<file path="src/ecpp_consts.svh">
/*
 * Constants of the ECP host port: widths, depths, synchroniser bit
 * positions and pin levels after reset.
 * Assumes it is included once per file; the guard stops double inclusion.
 */
`ifndef ECPP_CONSTS_SVH
`define ECPP_CONSTS_SVH

// ------------------------------------------------------------
// widths and depths
// ------------------------------------------------------------
`define ECPP_DATA_W 8
`define ECPP_FIFO_DEPTH 16
`define ECPP_SYNC_W 13

// ------------------------------------------------------------
// synchroniser bit positions
// ------------------------------------------------------------
`define ECPP_SB_BUSY 0
`define ECPP_SB_FAULT 1
`define ECPP_SB_SEL 2
`define ECPP_SB_RACK 3
`define ECPP_SB_ACK 4
`define ECPP_SB_PD 5

// ------------------------------------------------------------
// pin levels after reset (compatibility mode, bus released)
// ------------------------------------------------------------
`define ECPP_RST_STROBE 1'h0
`define ECPP_RST_HIGH 1'h1
`define ECPP_RST_OE 1'h0

`endif

</file>
<file path="src/ecpp_pkg.sv">
/*
 * Types of the ECP host port: the handshake state enumeration and the
 * packed state record of the top module.
 * Assumes ecpp_consts.svh is on the include path.
 */
`include "ecpp_consts.svh"

package ecpp_pkg;

    // ------------------------------------------------------------
    // handshake states
    // ------------------------------------------------------------
    typedef enum logic [3:0] {
        COMPAT, IDLE, FWD_SETUP, FWD_WAIT, FWD_DONE,
        REV_TURN, REV_WAIT, REV_HOLD, FWD_TURN
    } ecpp_state_t;

    // ------------------------------------------------------------
    // state of the port outside the forward FIFO
    // ------------------------------------------------------------
    typedef struct packed {
        ecpp_state_t st;
        logic [`ECPP_SYNC_W-1:0] syncA;
        logic [`ECPP_SYNC_W-1:0] syncB;
        logic [`ECPP_DATA_W-1:0] pdOut;
        logic pdOe;
        logic ecpStrobe;
        logic hostFeedAckN;
        logic hostSelectInputN;
        logic reverseReqN;
        logic [`ECPP_DATA_W-1:0] rxData;
        logic rxValid;
        logic selected;
        logic commReq;
        logic revActive;
    } ecpp_regs_t;

endpackage

</file>
<file path="src/ecpp_port.sv">
/*
 * ECP host port: forward FIFO of command/data bytes and the pin-level
 * handshake engine for forward, reverse and turnaround.
 * Assumes a single 50 MHz clk_sys, a synchronous active-low rst_n, and
 * external pads that resolve pdOut/pdOe into the bidirectional bus.
 */
`include "ecpp_consts.svh"

// ------------------------------------------------------------
// forward FIFO
// ------------------------------------------------------------
module ecpp_fifo #(
    parameter int WIDTH = 9,
    parameter int DEPTH = 16
) (
    input wire logic clk_sys,
    input wire logic rst_n,
    input wire logic inValid,
    input wire logic [WIDTH-1:0] inData,
    output logic inReady,
    output logic outValid,
    output logic [WIDTH-1:0] outData,
    input wire logic outReady
);
    localparam int AW = $clog2(DEPTH);

    typedef struct packed {
        logic [AW-1:0] wr;
        logic [AW-1:0] rd;
        logic [AW:0] cnt;
        logic inRdy;
        logic outVld;
    } ecpp_fifo_st_t;

    ecpp_fifo_st_t r_reg;
    ecpp_fifo_st_t r_next;
    logic [WIDTH-1:0] mem [DEPTH];
    logic push;
    logic pop;

    assign push = inValid && r_reg.inRdy;
    assign pop = outReady && r_reg.outVld;
    assign inReady = r_reg.inRdy;
    assign outValid = r_reg.outVld;
    assign outData = mem[r_reg.rd];

    // pointers wrap naturally, so DEPTH must be a power of two
    always_comb begin
        r_next = r_reg;
        if (push) begin
            r_next.wr = r_reg.wr + 1'b1;
        end
        if (pop) begin
            r_next.rd = r_reg.rd + 1'b1;
        end
        if (push && !pop) begin
            r_next.cnt = r_reg.cnt + 1'b1;
        end else if (pop && !push) begin
            r_next.cnt = r_reg.cnt - 1'b1;
        end
        r_next.inRdy = r_next.cnt != (AW+1)'(DEPTH);
        r_next.outVld = r_next.cnt != '0;
    end

    always_ff @(posedge clk_sys) begin
        if (!rst_n) begin
            r_reg <= '{wr: '0, rd: '0, cnt: '0, inRdy: 1'h1, outVld: 1'h0};
        end else begin
            r_reg <= r_next;
        end
    end

    // storage carries no reset; only the flags say what is valid
    always_ff @(posedge clk_sys) begin
        if (push) begin
            mem[r_reg.wr] <= inData;
        end
    end
endmodule

// ------------------------------------------------------------
// handshake engine
// ------------------------------------------------------------
module ecpp_port #(
    parameter int DATA_W = `ECPP_DATA_W,
    parameter int FIFO_DEPTH = `ECPP_FIFO_DEPTH
) (
    input wire logic clk_sys,
    input wire logic rst_n,
    input wire logic ecpEnable,
    input wire logic revRequest,
    input wire logic txValid,
    input wire logic [DATA_W-1:0] txData,
    input wire logic txCmd,
    output logic txReady,
    output logic rxValid,
    output logic [DATA_W-1:0] rxData,
    input wire logic rxReady,
    output logic periphSelectedOut,
    output logic commRequest,
    output logic reverseActive,
    input wire logic [DATA_W-1:0] pdIn,
    output logic [DATA_W-1:0] pdOut,
    output logic pdOe,
    output logic ecpStrobe,
    output logic hostFeedAckN,
    output logic hostSelectInputN,
    output logic reverseReqN,
    input wire logic periphAckN,
    input wire logic reverseAckN,
    input wire logic periphSelected,
    input wire logic periphFaultN,
    input wire logic periphBusy
);
    ecpp_pkg::ecpp_regs_t r_reg;
    ecpp_pkg::ecpp_regs_t r_next;
    logic fifoValid;
    logic fifoPop;
    logic [DATA_W:0] fifoData;
    logic busyS;
    logic ackS;
    logic rackS;

    ecpp_fifo #(.WIDTH(DATA_W + 1), .DEPTH(FIFO_DEPTH)) u_fifo (
        .clk_sys(clk_sys),
        .rst_n(rst_n),
        .inValid(txValid),
        .inData({txCmd, txData}),
        .inReady(txReady),
        .outValid(fifoValid),
        .outData(fifoData),
        .outReady(fifoPop)
    );

    // only the second synchroniser stage is ever looked at
    assign busyS = r_reg.syncB[`ECPP_SB_BUSY];
    assign ackS = r_reg.syncB[`ECPP_SB_ACK];
    assign rackS = r_reg.syncB[`ECPP_SB_RACK];

    // next state: synchronisers, user stream and the pin sequencer
    always_comb begin
        r_next = r_reg;
        fifoPop = 1'b0;
        r_next.syncA = {pdIn, periphAckN, reverseAckN, periphSelected, periphFaultN,
            periphBusy};
        r_next.syncB = r_reg.syncA;
        if (rxReady && r_reg.rxValid) begin
            r_next.rxValid = 1'b0;
        end
        unique case (r_reg.st)
            ecpp_pkg::COMPAT: begin
                if (ecpEnable) begin
                    r_next.ecpStrobe = 1'b1;
                    r_next.pdOe = 1'b1;
                    r_next.st = ecpp_pkg::IDLE;
                end
            end
            ecpp_pkg::IDLE: begin
                if (!ecpEnable) begin
                    r_next.ecpStrobe = 1'b0;
                    r_next.pdOe = 1'b0;
                    r_next.st = ecpp_pkg::COMPAT;
                end else if (revRequest) begin
                    r_next.reverseReqN = 1'b0;
                    r_next.pdOe = 1'b0;
                    r_next.st = ecpp_pkg::REV_TURN;
                end else if (fifoValid) begin
                    fifoPop = 1'b1;
                    r_next.pdOut = fifoData[DATA_W-1:0];
                    r_next.hostFeedAckN = !fifoData[DATA_W];
                    r_next.st = ecpp_pkg::FWD_SETUP;
                end
            end
            // data settles one cycle before select-input falls
            ecpp_pkg::FWD_SETUP: begin
                r_next.hostSelectInputN = 1'b0;
                r_next.st = ecpp_pkg::FWD_WAIT;
            end
            ecpp_pkg::FWD_WAIT: begin
                if (busyS) begin
                    r_next.hostSelectInputN = 1'b1;
                    r_next.st = ecpp_pkg::FWD_DONE;
                end
            end
            ecpp_pkg::FWD_DONE: begin
                if (!busyS) begin
                    r_next.hostFeedAckN = 1'b1;
                    r_next.st = ecpp_pkg::IDLE;
                end
            end
            ecpp_pkg::REV_TURN: begin
                if (!rackS) begin
                    r_next.hostFeedAckN = 1'b0;
                    r_next.revActive = 1'b1;
                    r_next.st = ecpp_pkg::REV_WAIT;
                end
            end
            ecpp_pkg::REV_WAIT: begin
                if (!revRequest) begin
                    r_next.hostFeedAckN = 1'b1;
                    r_next.reverseReqN = 1'b1;
                    r_next.st = ecpp_pkg::FWD_TURN;
                end else if (!ackS) begin
                    r_next.rxData = r_reg.syncB[`ECPP_SB_PD +: DATA_W];
                    r_next.rxValid = 1'b1;
                    r_next.hostFeedAckN = 1'b1;
                    r_next.st = ecpp_pkg::REV_HOLD;
                end
            end
            // feed stays high until the byte has left, which throttles the peripheral
            ecpp_pkg::REV_HOLD: begin
                if (ackS && (!r_reg.rxValid || rxReady)) begin
                    r_next.hostFeedAckN = 1'b0;
                    r_next.st = ecpp_pkg::REV_WAIT;
                end
            end
            ecpp_pkg::FWD_TURN: begin
                if (rackS) begin
                    r_next.pdOe = 1'b1;
                    r_next.revActive = 1'b0;
                    r_next.st = ecpp_pkg::IDLE;
                end
            end
        endcase
        r_next.selected = r_reg.syncB[`ECPP_SB_SEL];
        r_next.commReq = !r_reg.syncB[`ECPP_SB_FAULT] && r_reg.reverseReqN
            && !r_reg.revActive && r_reg.st != ecpp_pkg::COMPAT;
    end

    always_ff @(posedge clk_sys) begin
        if (!rst_n) begin
            r_reg <= '0;
            r_reg.st <= ecpp_pkg::COMPAT;
            r_reg.ecpStrobe <= `ECPP_RST_STROBE;
            r_reg.hostFeedAckN <= `ECPP_RST_HIGH;
            r_reg.hostSelectInputN <= `ECPP_RST_HIGH;
            r_reg.reverseReqN <= `ECPP_RST_HIGH;
            r_reg.pdOe <= `ECPP_RST_OE;
        end else begin
            r_reg <= r_next;
        end
    end

    // outputs straight from the state record
    assign pdOut = r_reg.pdOut;
    assign pdOe = r_reg.pdOe;
    assign ecpStrobe = r_reg.ecpStrobe;
    assign hostFeedAckN = r_reg.hostFeedAckN;
    assign hostSelectInputN = r_reg.hostSelectInputN;
    assign reverseReqN = r_reg.reverseReqN;
    assign rxValid = r_reg.rxValid;
    assign rxData = r_reg.rxData;
    assign periphSelectedOut = r_reg.selected;
    assign commRequest = r_reg.commReq;
    assign reverseActive = r_reg.revActive;
endmodule

</file>
<file path="config.mk">
export PLATFORM = sky130hd
export DESIGN_NAME = ecpp_port
export DESIGN_NICKNAME = d
export VERILOG_FILES = /design/src/ecpp_pkg.sv /design/src/ecpp_port.sv
export VERILOG_INCLUDE_DIRS = /design/src /design/src/src
export SDC_FILE = /design/constraint.sdc
export NUM_CORES = 1
export LEC_CHECK = 0
export ABC_AREA = 1
export BUFFER_PORTS_ARGS = -buffer_cell sky130_fd_sc_hd__buf_4
export CAP_MARGIN = 0
export CORE_UTILIZATION = 60
export DETAILED_ROUTE_END_ITERATION = 10
export PLACE_DENSITY = 0.79
export SLEW_MARGIN = 25
export SYNTH_ARGS = -nofsm -noshare
export SYNTH_HDL_FRONTEND = slang
export SYNTH_SLANG_ARGS = --single-unit
</file>
<file path="constraint.sdc">
create_clock -name clk_sys -period 3.2 [get_ports clk_sys]
set_input_delay 0.32 -clock clk_sys [delete_from_list [all_inputs] [get_ports clk_sys]]
set_output_delay 0.32 -clock clk_sys [all_outputs]
set_load 0.05 [all_outputs]
</file>
== After elaboration in Yosys (flattened, before gate mapping) ==
Memories as Yosys holds them, arrays and structs flattened. A register that Yosys moved wholly into a read port is not among the register bits.
Index checks and enable logic that the tools add are counted.

* $add $sub $neg: 4
* Equality and inequality tests: 24
* Muxes and demuxes: 50
* Bitwise gates (word level): 2
* Reductions and logical operators: 34

{| class="wikitable"
|+ Operator list
! cell !! number
|-
| 4-bit 2-to-1 mux || 13
|-
| 4-bit case mux with 9 select lines || 1
|-
| 1-bit 2-to-1 mux || 27
|-
| 2-bit != test, second input constant || 11
|-
| 4-bit by 3-bit equality test with 1-bit output, second input constant || 4
|-
| 8-bit AND reduction || 2
|-
| 4-bit AND reduction || 3
|-
| 5-bit 2-to-1 mux || 2
|-
| 5-bit nonzero test || 2
|-
| 1-bit logical AND || 9
|-
| 3-bit AND reduction || 3
|-
| 4-bit by 1-bit adder with 4-bit output, second input constant || 2
|-
| 4-bit by 2-bit equality test with 1-bit output, second input constant || 2
|-
| 1-bit case mux with 2 select lines || 4
|-
| 2-bit nonzero test || 4
|-
| 1-bit logical NOT || 6
|-
| 3-bit != test, second input constant || 2
|-
| 5-bit by 1-bit adder with 5-bit output, second input constant || 1
|-
| 5-bit != test, second input constant || 1
|-
| 1-bit case mux with 5 select lines || 1
|-
| 5-bit by 1-bit subtractor with 5-bit output, second input constant || 1
|-
| 4-bit by 1-bit equality test with 1-bit output, second input constant || 1
|-
| 4-bit equality test, second input constant || 1
|-
| 4-bit logical NOT || 1
|-
| other kinds (9) || 10
|}

* Register bits: 70
* Bits in writable memories: 144
* Bits of input ports: 28
* Logic and storage cells: 134
* Memories kept: 1

{| class="wikitable"
|+ Memory list
! name !! depth !! width !! rd ports !! clocked after memory_dff !! write ports !! RTL line !! source
|-
| u_fifo.mem || 16 || 9 || 1 || 1 || 1 || ecpp_port.sv:37 || <nowiki>logic [WIDTH-1:0] mem [DEPTH];</nowiki>
|}

== Logic depth before layout (Yosys ltp) ==
Gate-level depths: netlist of the first run.

* Depth after elaboration: 9
* Depth in mapped cells: 13

== Modules after synthesis ==
From an unflattened synthesis of the first run, not the netlist that was laid out.

* Cell total of the unflattened synthesis: 850
* Area, all modules: 8,883.5 um2

{| class="wikitable"
|+ Modules (own cells, without submodules)
! module !! instances !! cells each !! area an instance (um2) !! sequential area each (um2)
|-
| ecpp_fifo || 1 || 563 || 6,697.7 || 4,704.5
|-
| ecpp_port || 1 || 287 || 2,185.8 || 1,101.1
|}

== Worst setup path before layout of the first run ==
No wires, ideal clock.

* Path kind: reg-to-reg
* Start: register u_fifo.r_reg (netlist bit u_fifo.inReady)
* End: memory u_fifo.mem[0][0] (enable)
* Arrival time: 1,599 ps
* Required time: 2,826 ps
* Slack: 1,227 ps
* Cell stages (with the launch flop): 5
* Path buffers: 0
* Clock period less this slack: 1,973 ps
* Cells stage by stage: dfxtp_1 nand2_2 clkinv_1 nand2_1 nor2_1

* Longest elaborated chain between the ends: 3

{| class="wikitable"
|+ RTL lines
! element !! RTL line !! source
|-
| from (decl) || ecpp_port.sv:35 || <nowiki>ecpp_fifo_st_t r_reg;</nowiki>
|-
| from (signal assigned) || ecpp_port.sv:67 || <nowiki>r_reg <= '{wr: '0, rd: '0, cnt: '0, inRdy: 1'h1, outVld: 1'h0};</nowiki>
|-
| from (signal assigned) || ecpp_port.sv:69 || <nowiki>r_reg <= r_next;</nowiki>
|-
| 1-bit logical AND || ecpp_port.sv:41 || <nowiki>assign push = inValid && r_reg.inRdy;</nowiki>
|-
| 1-bit 2-to-1 mux || ecpp_port.sv:75 || <nowiki>if (push) begin</nowiki>
|-
| 1-bit 2-to-1 mux (not written as such) || ecpp_port.sv:76 || <nowiki>mem[r_reg.wr] <= inData;</nowiki>
|-
| to (decl) || ecpp_port.sv:37 ||
|}

Every way passes these cells.

== Worst setup path after layout of the first run ==
* Start: register u_fifo.r_reg (netlist bit u_fifo.inReady)
* End: memory u_fifo.mem[13][5] (enable)

The elaborated chain is that of the path after synthesis.

==> summary.txt, run 1 <==
Synth
  • Largest area contributor in the netlist: edfxtp_1
  • Post-synthesis xor/xnor area fraction: 0.198%
  • Syn Std Cell Area: 0.00883 mm^2
  • Sequential fraction of the synthesis area: 65.7%
  • Synth cell types: 36
  • Post-synthesis mux area share: 0%
  • Flops & latches, synth: 218
  • Top-count cell post-synth: edfxtp_1
  • Commonest cells in the netlist: edfxtp_1 (144), nor2_1 (135), nand2_1 (108)
  • Number of synthesized flops with an enable pin: 144
  • Top_reg_cell synth: edfxtp_1
  • Synth warn: 0
  • Asr flop ratio synth: 0%
  • Main combinational cell family by area after synthesis: simple AND/OR/NAND/NOR gates
  • Synth area leaders: edfxtp_1 (49%), dfxtp_1 (17%), nor2_1 (5.7%)
  • Mapped Nets: 876
  • Share of the synthesized area in the top cell type: 49.0%
  • Synth Area in Compound Gates: 9.19%
  • Synth Area in Adders: 0.992%
  • Post-synthesis simple-gate area fraction: 17.5%
  • Avg Inst Size Synth: 10.5 um^2
  • Post-synthesis cell count: 841

Critical path
  • CP Cell Sequence: nand2_2, clkinv_1, nand2_1, nor2_1
  • RR Startpoint: u_fifo.inReady
  • Max stage delay cell, worst path: nor2_1
  • Worst setup path class: register to register
  • Critical Path Start Type: register
  • R2R depth: 4
  • Reg-to-reg slack, setup: 1.04 ns
  • Worst R2R End: u_fifo.mem[13][5]
  • Crit end category: register
  • CP max FO: 9
  • CP Data Arrival Time: 2.28 ns
  • Critical path endpoint: u_fifo.mem[13][5]
  • Critical path data required time: 3.32 ns
  • CP Launch Point: u_fifo.inReady
  • Slowest stage delay, CP: 0.78 ns

Placement
  • GPL Wtd Cong: 0.844
  • Area after DPL: 0.00921 mm^2
  • Port bufs: 53
  • HPWL Detailed: 12.6 mm

Power and ir drop
  • Worst VDD drop: 0.000466 V
  • Leak: 3.87 nW
  • Pwr/cell area: 630 mW/mm^2

Die
  • Cell row count: 43
  • Die area: 0.0152 mm^2
  • Top-level I/O count: 54
  • Chip Height: 123 um
  • Initial core utilization: 62.7%
  • Core box area: 0.0141 mm^2
  • Chip width: 123 um

Timing
  • Minimum period implied by the final worst setup slack: 2.16 ns
  • Tcrit/Tclk final: 67.4%
  • Clk_skew: 0.0149 ns
  • Worst rel slew slack: 34.0%
  • Final hold violations: 0
  • Slew Limit Fails: 0
  • RSZ-0062 raised after global routing: false
  • Tightest Pin Transition: 0.987 ns
  • Count of final setup violators: 0
  • F_max: 463 MHz
  • Setup TNS: 0 ns

Run
  • MaxCap Viol Count: 0

Route
  • DRT antenna net count: 0
  • Vias per cell: 5.85
  • 1st-pass router iterations: 5
  • Post-DR wirelength/cell: 18.7 um
  • Routed via count: 6249
  • Final Routed Wirelength: 20.0 mm
  • Drt drc: 0
  • DR iter-0 viols: 837

Global route
  • Vias in the first global route: 6017
  • Antenna violations before repair: 0
  • Overflow after GRT: 0
  • Global-route wire length before repair: 31.1 mm
  • GRT met1 Usage: 37.9%
  • Pin count of the biggest net entering global routing: 73
  • M3 GR Usage: 5.81%
  • Most used routing layer: met2
  • GRT Total Usage: 27.5%
  • Met2 usage: 43.6%

Layout
  • Filler Cells Inserted: 992
  • Sequential Area: 0.00581 mm^2
  • Post-route cell area: 0.00996 mm^2
  • Multi-input gate area: 0.00246 mm^2
  • Number of flip-flops in the largest register: 144
  • Layout area overhead: 12.8%
  • Layout cells sized above 1: 14.5%
  • Ant. Diodes: 0
  • Nets: 909

Clock network
  • CTS Buf Count: 22
  • CTS Buffer Depth: 3
  • TritonCTS clock tree: done
  • CTS sink count: 218
  • Root buffer cell: clkbuf_16
  • Cts repair resizes: 0
  • Insertion delay to the later sink of the worst-skew pair: 0.51 ns
  • H-tree levels: 1
  • Clk slew on worst S/H paths: 0.06 ns

Hold path
  • Hold WC Path Type: input port to register
  • Min-delay src: pdIn[0]

Run status
  • Outcome: complete, no violations
-- layout by cell type, fill, tap and decap left out, drive strengths merged --
| cell | count |
|---|---|
| ha | 7 |
| nor3 | 4 |
| o221ai | 6 |
| and3 | 1 |
| o31ai | 1 |
| nand3b | 1 |
| nor4 | 1 |
| nor3b | 1 |
| nand4 | 1 |
| edfxtp | 144 |
| o211ai | 27 |
| nor2 | 144 |
| or2 | 1 |
| o21ai | 76 |
| inv | 69 |
| dlygate4sd3 | 4 |
| buf | 57 |
| clkbuf | 28 |
| bufinv | 2 |
| nand2 | 119 |
| xor2 | 2 |
| a221oi | 2 |
| dfxtp | 74 |
| nand3 | 75 |
| clkinv | 14 |
| a21oi | 28 |
-- layout make-up --
type | instances | area share [%]
inverter | 74 | 2.79
clock buffer | 28 | 6.06
sequential | 218 | 58.3
clock inverter | 11 | 1.05
timing repair buffer | 61 | 4.82
tap | 180 | 2.26
multi-input combinational | 497 | 24.7
-- what timing repair did --
item,CTS,global route
hold endpoints to repair,4,0
setup buffers,0,0
hold buffers,4,0
setup endpoints to repair,0,0
-- worst max-delay path, delay by kind of cell (launching register included) --
family	cells	cell delay (ns)
AND/OR/NAND/NOR	3	1.14
buffers and inverters	1	0.24
flip-flops	1	0.40
-- through the flow --
stage	std cells	setup slack (ns)	utilization [%]	hold WS (ns)	power [mW]
floorplan	841	1.23	-	0.374	3.61
global placement	1026	1.12	65.4	0.379	3.78
detailed placement	1026	1.07	65.4	0.392	3.80
CTS	1069	1.06	70.7	0.00126	6.30
global route	1069	0.859	70.7	0.00995	6.48
finish	1069	1.04	70.7	0.0125	6.27
-- cell families (layout without fill, tap and decap cells) --
| family | after synthesis | count (layout) |
|---|---|---|
| DFF | 218 | 218 |
| adders and majority gates | 7 | 7 |
| and+or+nand+nor | 348 | 348 |
| xor gates and xnor gates | 2 | 2 |
| AOI/OAI and AO/OA | 140 | 140 |
| buffers and inverters | 126 | 174 |
-- how the worst min path moves through the flow --
stage / endpoint / depth (start not counted)
5_1_grt: r_next[32] / 3
4_1_cts: r_next[30] / 3
3_5_place_dp: commRequest / 1
2_1_floorplan: commRequest / 1
6_report: r_next[30] / 3
3_3_place_gp: commRequest / 1
-- per-layer routing --
layer  wire length, um  part of all wire (%)
met5                 0                     0
met4               553                   2.8
met3              1900                   9.5
met2              9480                    47
met1              8050                    40
-- power breakdown --
group          switching [mW]  leakage [nW]  internal [mW]  total [mW]
logic                   0.432          1.61          0.187       0.619
clock network            1.02         0.359           1.50        2.52
registers              0.0514          1.91           3.09        3.14
Note: power is estimated with default switching activity, not from simulation.
==> run 2, diff against run 1 <==
- clock period: 3.2 -> 2.3 ns (I/O delays scaled with it)
==> run 2 against run 1 <==
  * Register-to-register slack lost 0.63 ns
  * Critical path depth is the same
  * Combinational power grew 42%
  * Critical endpoint is now u_fifo.mem[9][2]
  * Largest cell class unchanged
  * Largest power group unchanged
==> summary.txt, run 2 (synthesized netlist as in run 1, its figures left out) <==
Layout
  • Final Non-Filler Cells: 1090 (was 1069)
  • Ant. Diodes: 0 (unchanged)
  • Nets: 929 (was 909)
  • Layout cells sized above 1: 15.1% (was 14.5%)
  • Sequential Area: 0.00581 mm^2 (unchanged)
  • Post-route cell area: 0.0102 mm^2 (was 0.00996 mm^2)
  • Final core occ: 72.4% (was 70.7%)
  • Most frequent cells in the layout: edfxtp_1 (144), nor2_1 (135), nand2_1 (108) (was edfxtp_1 (144), nor2_1 (134), nand2_1 (108))
  • Filler Cells Inserted: 980 (was 992)
  • Most common cell after layout, fill and taps aside: edfxtp_1 (unchanged)
  • Layout area overhead: 15.5% (was 12.8%)
  • Multi-input gate area: 0.00246 mm^2 (about the same)
  • Number of flip-flops in the largest register: 144 (unchanged)

Route
  • Final Routed Wirelength: 19.8 mm (was 20.0 mm)
  • Drt drc: 0 (unchanged)
  • Routed via count: 6292 (was 6249)
  • DRT antenna net count: 0 (unchanged)
  • Post-DR wirelength/cell: 18.1 um (was 18.7 um)
  • DR iter-0 viols: 736 (was 837)
  • 1st-pass router iterations: 5 (unchanged)
  • Vias per cell: 5.77 (was 5.85)

Timing
  • Minimum period implied by the final worst setup slack: 1.89 ns (was 2.16 ns)
  • Slew Limit Fails: 0 (unchanged)
  • Final hold violations: 0 (unchanged)
  • F_max: 529 MHz (was 463 MHz)
  • Tightest Pin Transition: 1.02 ns (was 0.987 ns)
  • RSZ-0062 raised after global routing: false (unchanged)
  • Setup TNS: 0 ns (unchanged)
  • Tcrit/Tclk final: 82.2% (was 67.4%)
  • Clk_skew: 0.00906 ns (was 0.0149 ns)
  • Worst rel slew slack: 32.0% (was 34.0%)
  • Count of final setup violators: 0 (unchanged)

Die
  • Die area: 0.0152 mm^2 (unchanged)
  • Top-level I/O count: 54 (unchanged)
  • Core box area: 0.0141 mm^2 (unchanged)
  • Cell row count: 43 (unchanged)
  • Chip width: 123 um (unchanged)
  • Chip Height: 123 um (unchanged)
  • Initial core utilization: 62.7% (unchanged)

Placement
  • Placed Instances: 1036 (was 1026)
  • HPWL Detailed: 12.1 mm (was 12.6 mm)
  • GPL Wtd Cong: 0.891 (was 0.844)
  • Area after DPL: 0.00930 mm^2 (was 0.00921 mm^2)
  • Port bufs: 53 (unchanged)

Critical path
  • Reg-to-reg slack, setup: 0.41 ns (was 1.04 ns)
  • Crit path max-delay family: simple AND/OR/NAND/NOR gates (unchanged)
  • Max stage delay cell, worst path: nor2_1 (unchanged)
  • Critical Path Start Type: register (unchanged)
  • CP Launch Point: u_fifo.inReady (unchanged)
  • Crit path buffers/inverters: 1 (unchanged)
  • Slowest stage delay, CP: 0.79 ns (was 0.78 ns)
  • Worst setup path class: register to register (unchanged)
  • CP Data Arrival Time: 2.01 ns (was 2.28 ns)
  • CP max FO: 9 (unchanged)
  • CP Cell Sequence: nand2_2, clkinv_1, nand2_1, nor2_1 (unchanged)
  • RR Startpoint: u_fifo.inReady (unchanged)
  • Critical path data required time: 2.42 ns (was 3.32 ns)
  • Crit end category: register (unchanged)

Global route
  • Overflow after GRT: 0 (unchanged)
  • Antenna violations before repair: 0 (unchanged)
  • Global-route wire length before repair: 30.5 mm (was 31.1 mm)
  • Pin count of the biggest net entering global routing: 73 (unchanged)
  • Vias in the first global route: 5972 (was 6017)
  • GRT Total Usage: 26.7% (was 27.5%)

Clock network
  • CTS sink count: 218 (unchanged)
  • Insertion delay to the later sink of the worst-skew pair: 0.50 ns (was 0.51 ns)
  • CTS Buffer Depth: 3 (unchanged)
  • Setup Fix Bufs, Post-CTS: 0 (unchanged)
  • Post-cts hold buffer count: 14 (was 4)
  • TritonCTS clock tree: done (unchanged)
  • Cts repair resizes: 0 (unchanged)
  • CTS Buf Count: 22 (unchanged)
  • Clk slew on worst S/H paths: 0.06 ns (about the same)
  • H-tree levels: 1 (unchanged)
  • Root buffer cell: clkbuf_16 (unchanged)

Hold path
  • Min-delay src: txCmd (was pdIn[0])
  • Hold WC Path Type: input port to register (unchanged)

Power and ir drop
  • Leak: 3.98 nW (was 3.87 nW)
  • Worst VDD drop: 0.000886 V (was 0.000466 V)
  • Design Power: 8.98 mW (was 6.27 mW)
  • Pwr/cell area: 880 mW/mm^2 (was 630 mW/mm^2)

Run status
  • Outcome: complete, no violations (unchanged)

Run
  • MaxCap Viol Count: 0 (unchanged)
==> run 2: cell count changes in the layout (fill, tap and decap cells not counted), moves of 2 or more <==
cell,previous run,this run
clkinv_1,5,10
clkinv_2,9,4
buf_4,56,65
clkbuf_1,4,1
bufinv_16,2,4
dlygate4sd3_1,4,14
==> run 2: routing by layer <==
layer  routed length [um]  track usage (%)  vias to the layer above
met2                 9390             42.1                      283
met5                    0                0                        -
met4                  478             8.96                        0
met3                 1680             4.84                       38
met1                 8200             37.5                     3007
li1                     -                -                     2964
==> run 2: area by class of cell <==
type,instances,share of cell area (%)
Sequential cell,218,56.9
Multi-Input combinational cell,497,24.1
Inverter,74,2.72
Timing Repair Buffer,81,6.55
Clock buffer,25,5.81
Tap cell,180,2.21
Clock inverter,15,1.68
==> run 2: power by group <==
part	internal, mW	switching [mW]
sequential	4.30	0.0683
combinational	0.280	0.599
clock	2.29	1.45
total	6.87	2.11
==> run 2: worst paths after layout <==
kind / cells past startpoint / endpoint
worst max-delay path: 4 / u_fifo.mem[9][2]
worst min-delay path: 1 / u_fifo.mem[11][8]
worst max register to register: 4 / u_fifo.mem[9][2]
worst min register to register: 1 / commRequest
==> run 2: through the flow <==
stage | setup WS, ns | hold slack (ns)
2_1_floorplan | 0.327 | 0.323
3_3_place_gp | 0.448 | 0.378
3_5_place_dp | 0.400 | 0.383
4_1_cts | 0.411 | 0.0325
5_1_grt | 0.275 | 0.0441
6_report | 0.409 | 0.0377
==> run 3, diff against run 2 <==
- CORE_UTILIZATION: 60 -> 54
- PLACE_DENSITY: 0.79 -> 0.75
- clock period: 2.3 -> 1.6 ns (I/O delays scaled with it)
==> run 3 against run 2 <==
  * The flow now finishes with violations (setup timing)
  * Hold slack lost 0.021 ns
  * Routed wire length grew 4.4%
  * Clock power grew 31%
  * Final cell count grew 8.4%
  * Via count grew 1.8%
  * Sequential share of layout area shrank 4.4 points
  * Highest routed layer unchanged
==> summary.txt, run 3 (synthesized netlist as in run 1, its figures left out) <==
Timing
  • Final WS setup: -0.00742 ns (was 0.409 ns)
  • RSZ-0062 raised after global routing: true (was false)
  • Count of final setup violators: 1 (was 0)
  • F_max: 622 MHz (was 529 MHz)
  • Final hold violations: 0 (unchanged)
  • Clk_skew: 0.0116 ns (was 0.00906 ns)
  • Setup TNS: -0.00742 ns (was 0 ns)
  • Tightest Pin Transition: 0.398 ns (was 1.02 ns)
  • Slew Limit Fails: 0 (unchanged)
  • Tcrit/Tclk final: 100% (was 82.2%)
  • Minimum period implied by the final worst setup slack: 1.61 ns (was 1.89 ns)
  • Worst rel slew slack: 73.3% (was 32.0%)

Power and ir drop
  • Clock group share of total power: 38.7% (was 41.6%)
  • Combinational Power Share: 11.6% (was 9.8%)
  • Internal Power: 9.66 mW (was 6.87 mW)
  • Leak: 4.34 nW (was 3.98 nW)
  • Register share of total power: 49.7% (was 48.6%)
  • Sw Share: 23.7% (was 23.5%)
  • Psw: 3.00 mW (was 2.11 mW)
  • Worst VDD drop: 0.000813 V (was 0.000886 V)
  • Pwr/cell area: 1140 mW/mm^2 (was 880 mW/mm^2)
  • Design Power: 12.7 mW (was 8.98 mW)

Run
  • MaxCap Viol Count: 0 (unchanged)

Layout
  • Layout area overhead: 25.7% (was 15.5%)
  • Layout cells sized above 1: 22.9% (was 15.1%)
  • Filler Cells Inserted: 1105 (was 980)
  • Nets: 987 (was 929)
  • Most frequent cells in the layout: edfxtp_1 (144), nor2_1 (112), nand2_1 (106) (was edfxtp_1 (144), nor2_1 (135), nand2_1 (108))
  • Number of flip-flops in the largest register: 144 (unchanged)
  • Most common cell after layout, fill and taps aside: edfxtp_1 (unchanged)
  • Ant. Diodes: 0 (unchanged)
  • Final Non-Filler Cells: 1182 (was 1090)

Placement
  • GPL Wtd Cong: 0.895 (was 0.891)
  • Port bufs: 53 (unchanged)
  • Placed Instances: 1106 (was 1036)
  • HPWL Detailed: 12.7 mm (was 12.1 mm)
  • Post-place setup slack: -0.00266 ns (was 0.400 ns)

Hold path
  • Hold WC Path Type: input port to register (unchanged)

Die
  • Chip width: 130 um (was 123 um)
  • Die area: 0.0169 mm^2 (was 0.0152 mm^2)
  • Cell row count: 46 (was 43)
  • Core box area: 0.0159 mm^2 (was 0.0141 mm^2)
  • Initial core utilization: 55.4% (was 62.7%)
  • Top-level I/O count: 54 (unchanged)
  • Chip Height: 130 um (was 123 um)

Route
  • Post-DR wirelength/cell: 17.5 um (was 18.1 um)
  • Drt drc: 0 (unchanged)
  • DR iter-0 viols: 696 (was 736)
  • Vias per cell: 5.42 (was 5.77)
  • Final Routed Wirelength: 20.6 mm (was 19.8 mm)
  • 1st-pass router iterations: 6 (was 5)
  • Routed via count: 6404 (was 6292)
  • DRT antenna net count: 0 (unchanged)

Critical path
  • CP Cell Sequence: inv_2, nand2_2, nor2_4, nand2_4, nand3_1, nand2_1, nand2_1, nand2_1, nor2_2, nand2_1, nand2_1, nand2_1 (was nand2_2, clkinv_1, nand2_1, nor2_1)
  • CP Data Arrival Time: 1.98 ns (was 2.01 ns)
  • Crit path max-delay family: simple AND/OR/NAND/NOR gates (unchanged)
  • Crit path top cell by count: nand2_1
  • Max stage delay cell, worst path: dfxtp_2 (was nor2_1)
  • Slowest stage delay, CP: 0.36 ns (was 0.79 ns)
  • Critical path data required time: 1.98 ns (was 2.42 ns)
  • Crit end category: register (unchanged)
  • Crit path buffers/inverters: 1 (unchanged)
  • Critical Path Start Type: register (unchanged)
  • Worst setup path class: register to register (unchanged)
  • CP max FO: 8 (was 9)

Run status
  • Violated checks: setup timing
  • Outcome: finished, violations left (was complete, no violations)

Clock network
  • H-tree levels: 1 (unchanged)
  • Clk slew on worst S/H paths: 0.06 ns (about the same)
  • CTS sink count: 218 (unchanged)
  • TritonCTS clock tree: done (unchanged)
  • CTS Buf Count: 22 (unchanged)
  • Root buffer cell: clkbuf_16 (unchanged)
  • CTS Buffer Depth: 3 (unchanged)
  • Insertion delay to the later sink of the worst-skew pair: 0.50 ns (about the same)

Global route
  • GRT met1 Usage: 32.4% (was 37.5%)
  • Overflow after GRT: 0 (unchanged)
  • Global-route wire length before repair: 30.7 mm (was 30.5 mm)
  • Most used routing layer: met2 (unchanged)
  • Pin count of the biggest net entering global routing: 32 (was 73)
  • M3 GR Usage: 3.28% (was 4.84%)
  • Vias in the first global route: 5987 (was 5972)
  • Antenna violations before repair: 0 (unchanged)
  • Met2 usage: 40.6% (was 42.1%)
  • GRT Total Usage: 24.0% (was 26.7%)
run 3: cell types whose count changed in the layout (fill, tap and decap cells not counted), sizes merged:
cell         delta
clkinv          -4
clkinvlp        -1
dlygate4sd3    +11
buf            +43
clkbuf         +10
bufinv          -3
run 3: worst paths after layout:
kind,start,end,slack [ns],cells past startpoint
worst min register to register,r_reg[26],commRequest,0.40,1
worst min-delay path,txData[0],u_fifo.mem[0][0],0.02,1
worst max-delay path,r_reg[52],u_fifo.outValid,-0.007,12
worst max register to register,r_reg[52],u_fifo.outValid,-0.007,12
run 3: worst reg2reg max path: stages, from the launching register on:
cell and delay (ns):
dfxtp_2 0.36, inv_2 0.10, nand2_2 0.09, nor2_4 0.16
nand2_4 0.13, nand3_1 0.10, nand2_1 0.06, nand2_1 0.09
nand2_1 0.07, nor2_2 0.13, nand2_1 0.06, nand2_1 0.08
nand2_1 0.07
run 3: repair_timing:
item / CTS / global route
endpoints found under the hold margin: 148 / 0
resized for setup: 2 / 47
hold buffers: 25 / 0
gates cloned: 0 / 4
pin swaps: 2 / 32
buffers inserted: 0 / 10
endpoints found under the setup margin: 1 / 22
run 3: routing by layer:
metal | vias to the layer above | wire, um
met5 | - | 0
met4 | 0 | 465
met3 | 36 | 1320
met2 | 243 | 10200
met1 | 3044 | 8640
li1 | 3081 | -
run 3: power groups by stage:
stage | combinational (mW) | sequential [mW] | clock, mW
global route | 1.60 | 6.31 | 5.19
detailed placement | 1.30 | 6.40 | 0
finish | 1.47 | 6.29 | 4.90
CTS | 1.36 | 6.28 | 4.96
global placement | 1.28 | 6.39 | 0
floorplan | 0.760 | 6.46 | 0
run 3: metrics by stage:
step	cell area, um^2	utilization (%)	hold WS (ns)
floorplan	8870	-	0.253
global placement	9840	61.7	0.340
detailed placement	9840	61.7	0.344
CTS	10800	67.6	0.0197
global route	11100	69.6	0.0325
finish	11100	69.6	0.0165
run 3: cell type report:
| type | instances | area (um^2) | share of cell area, % |
|---|---|---|---|
| clock buffer | 31 | 636 | 5.73 |
| clock inverter | 7 | 56.3 | 0.507 |
| inverter | 74 | 287 | 2.58 |
| multi-input combinational | 497 | 2600 | 23.4 |
| sequential | 218 | 5820 | 52.5 |
| tap | 216 | 270 | 2.43 |
| timing repair buffer | 139 | 1430 | 12.9 |
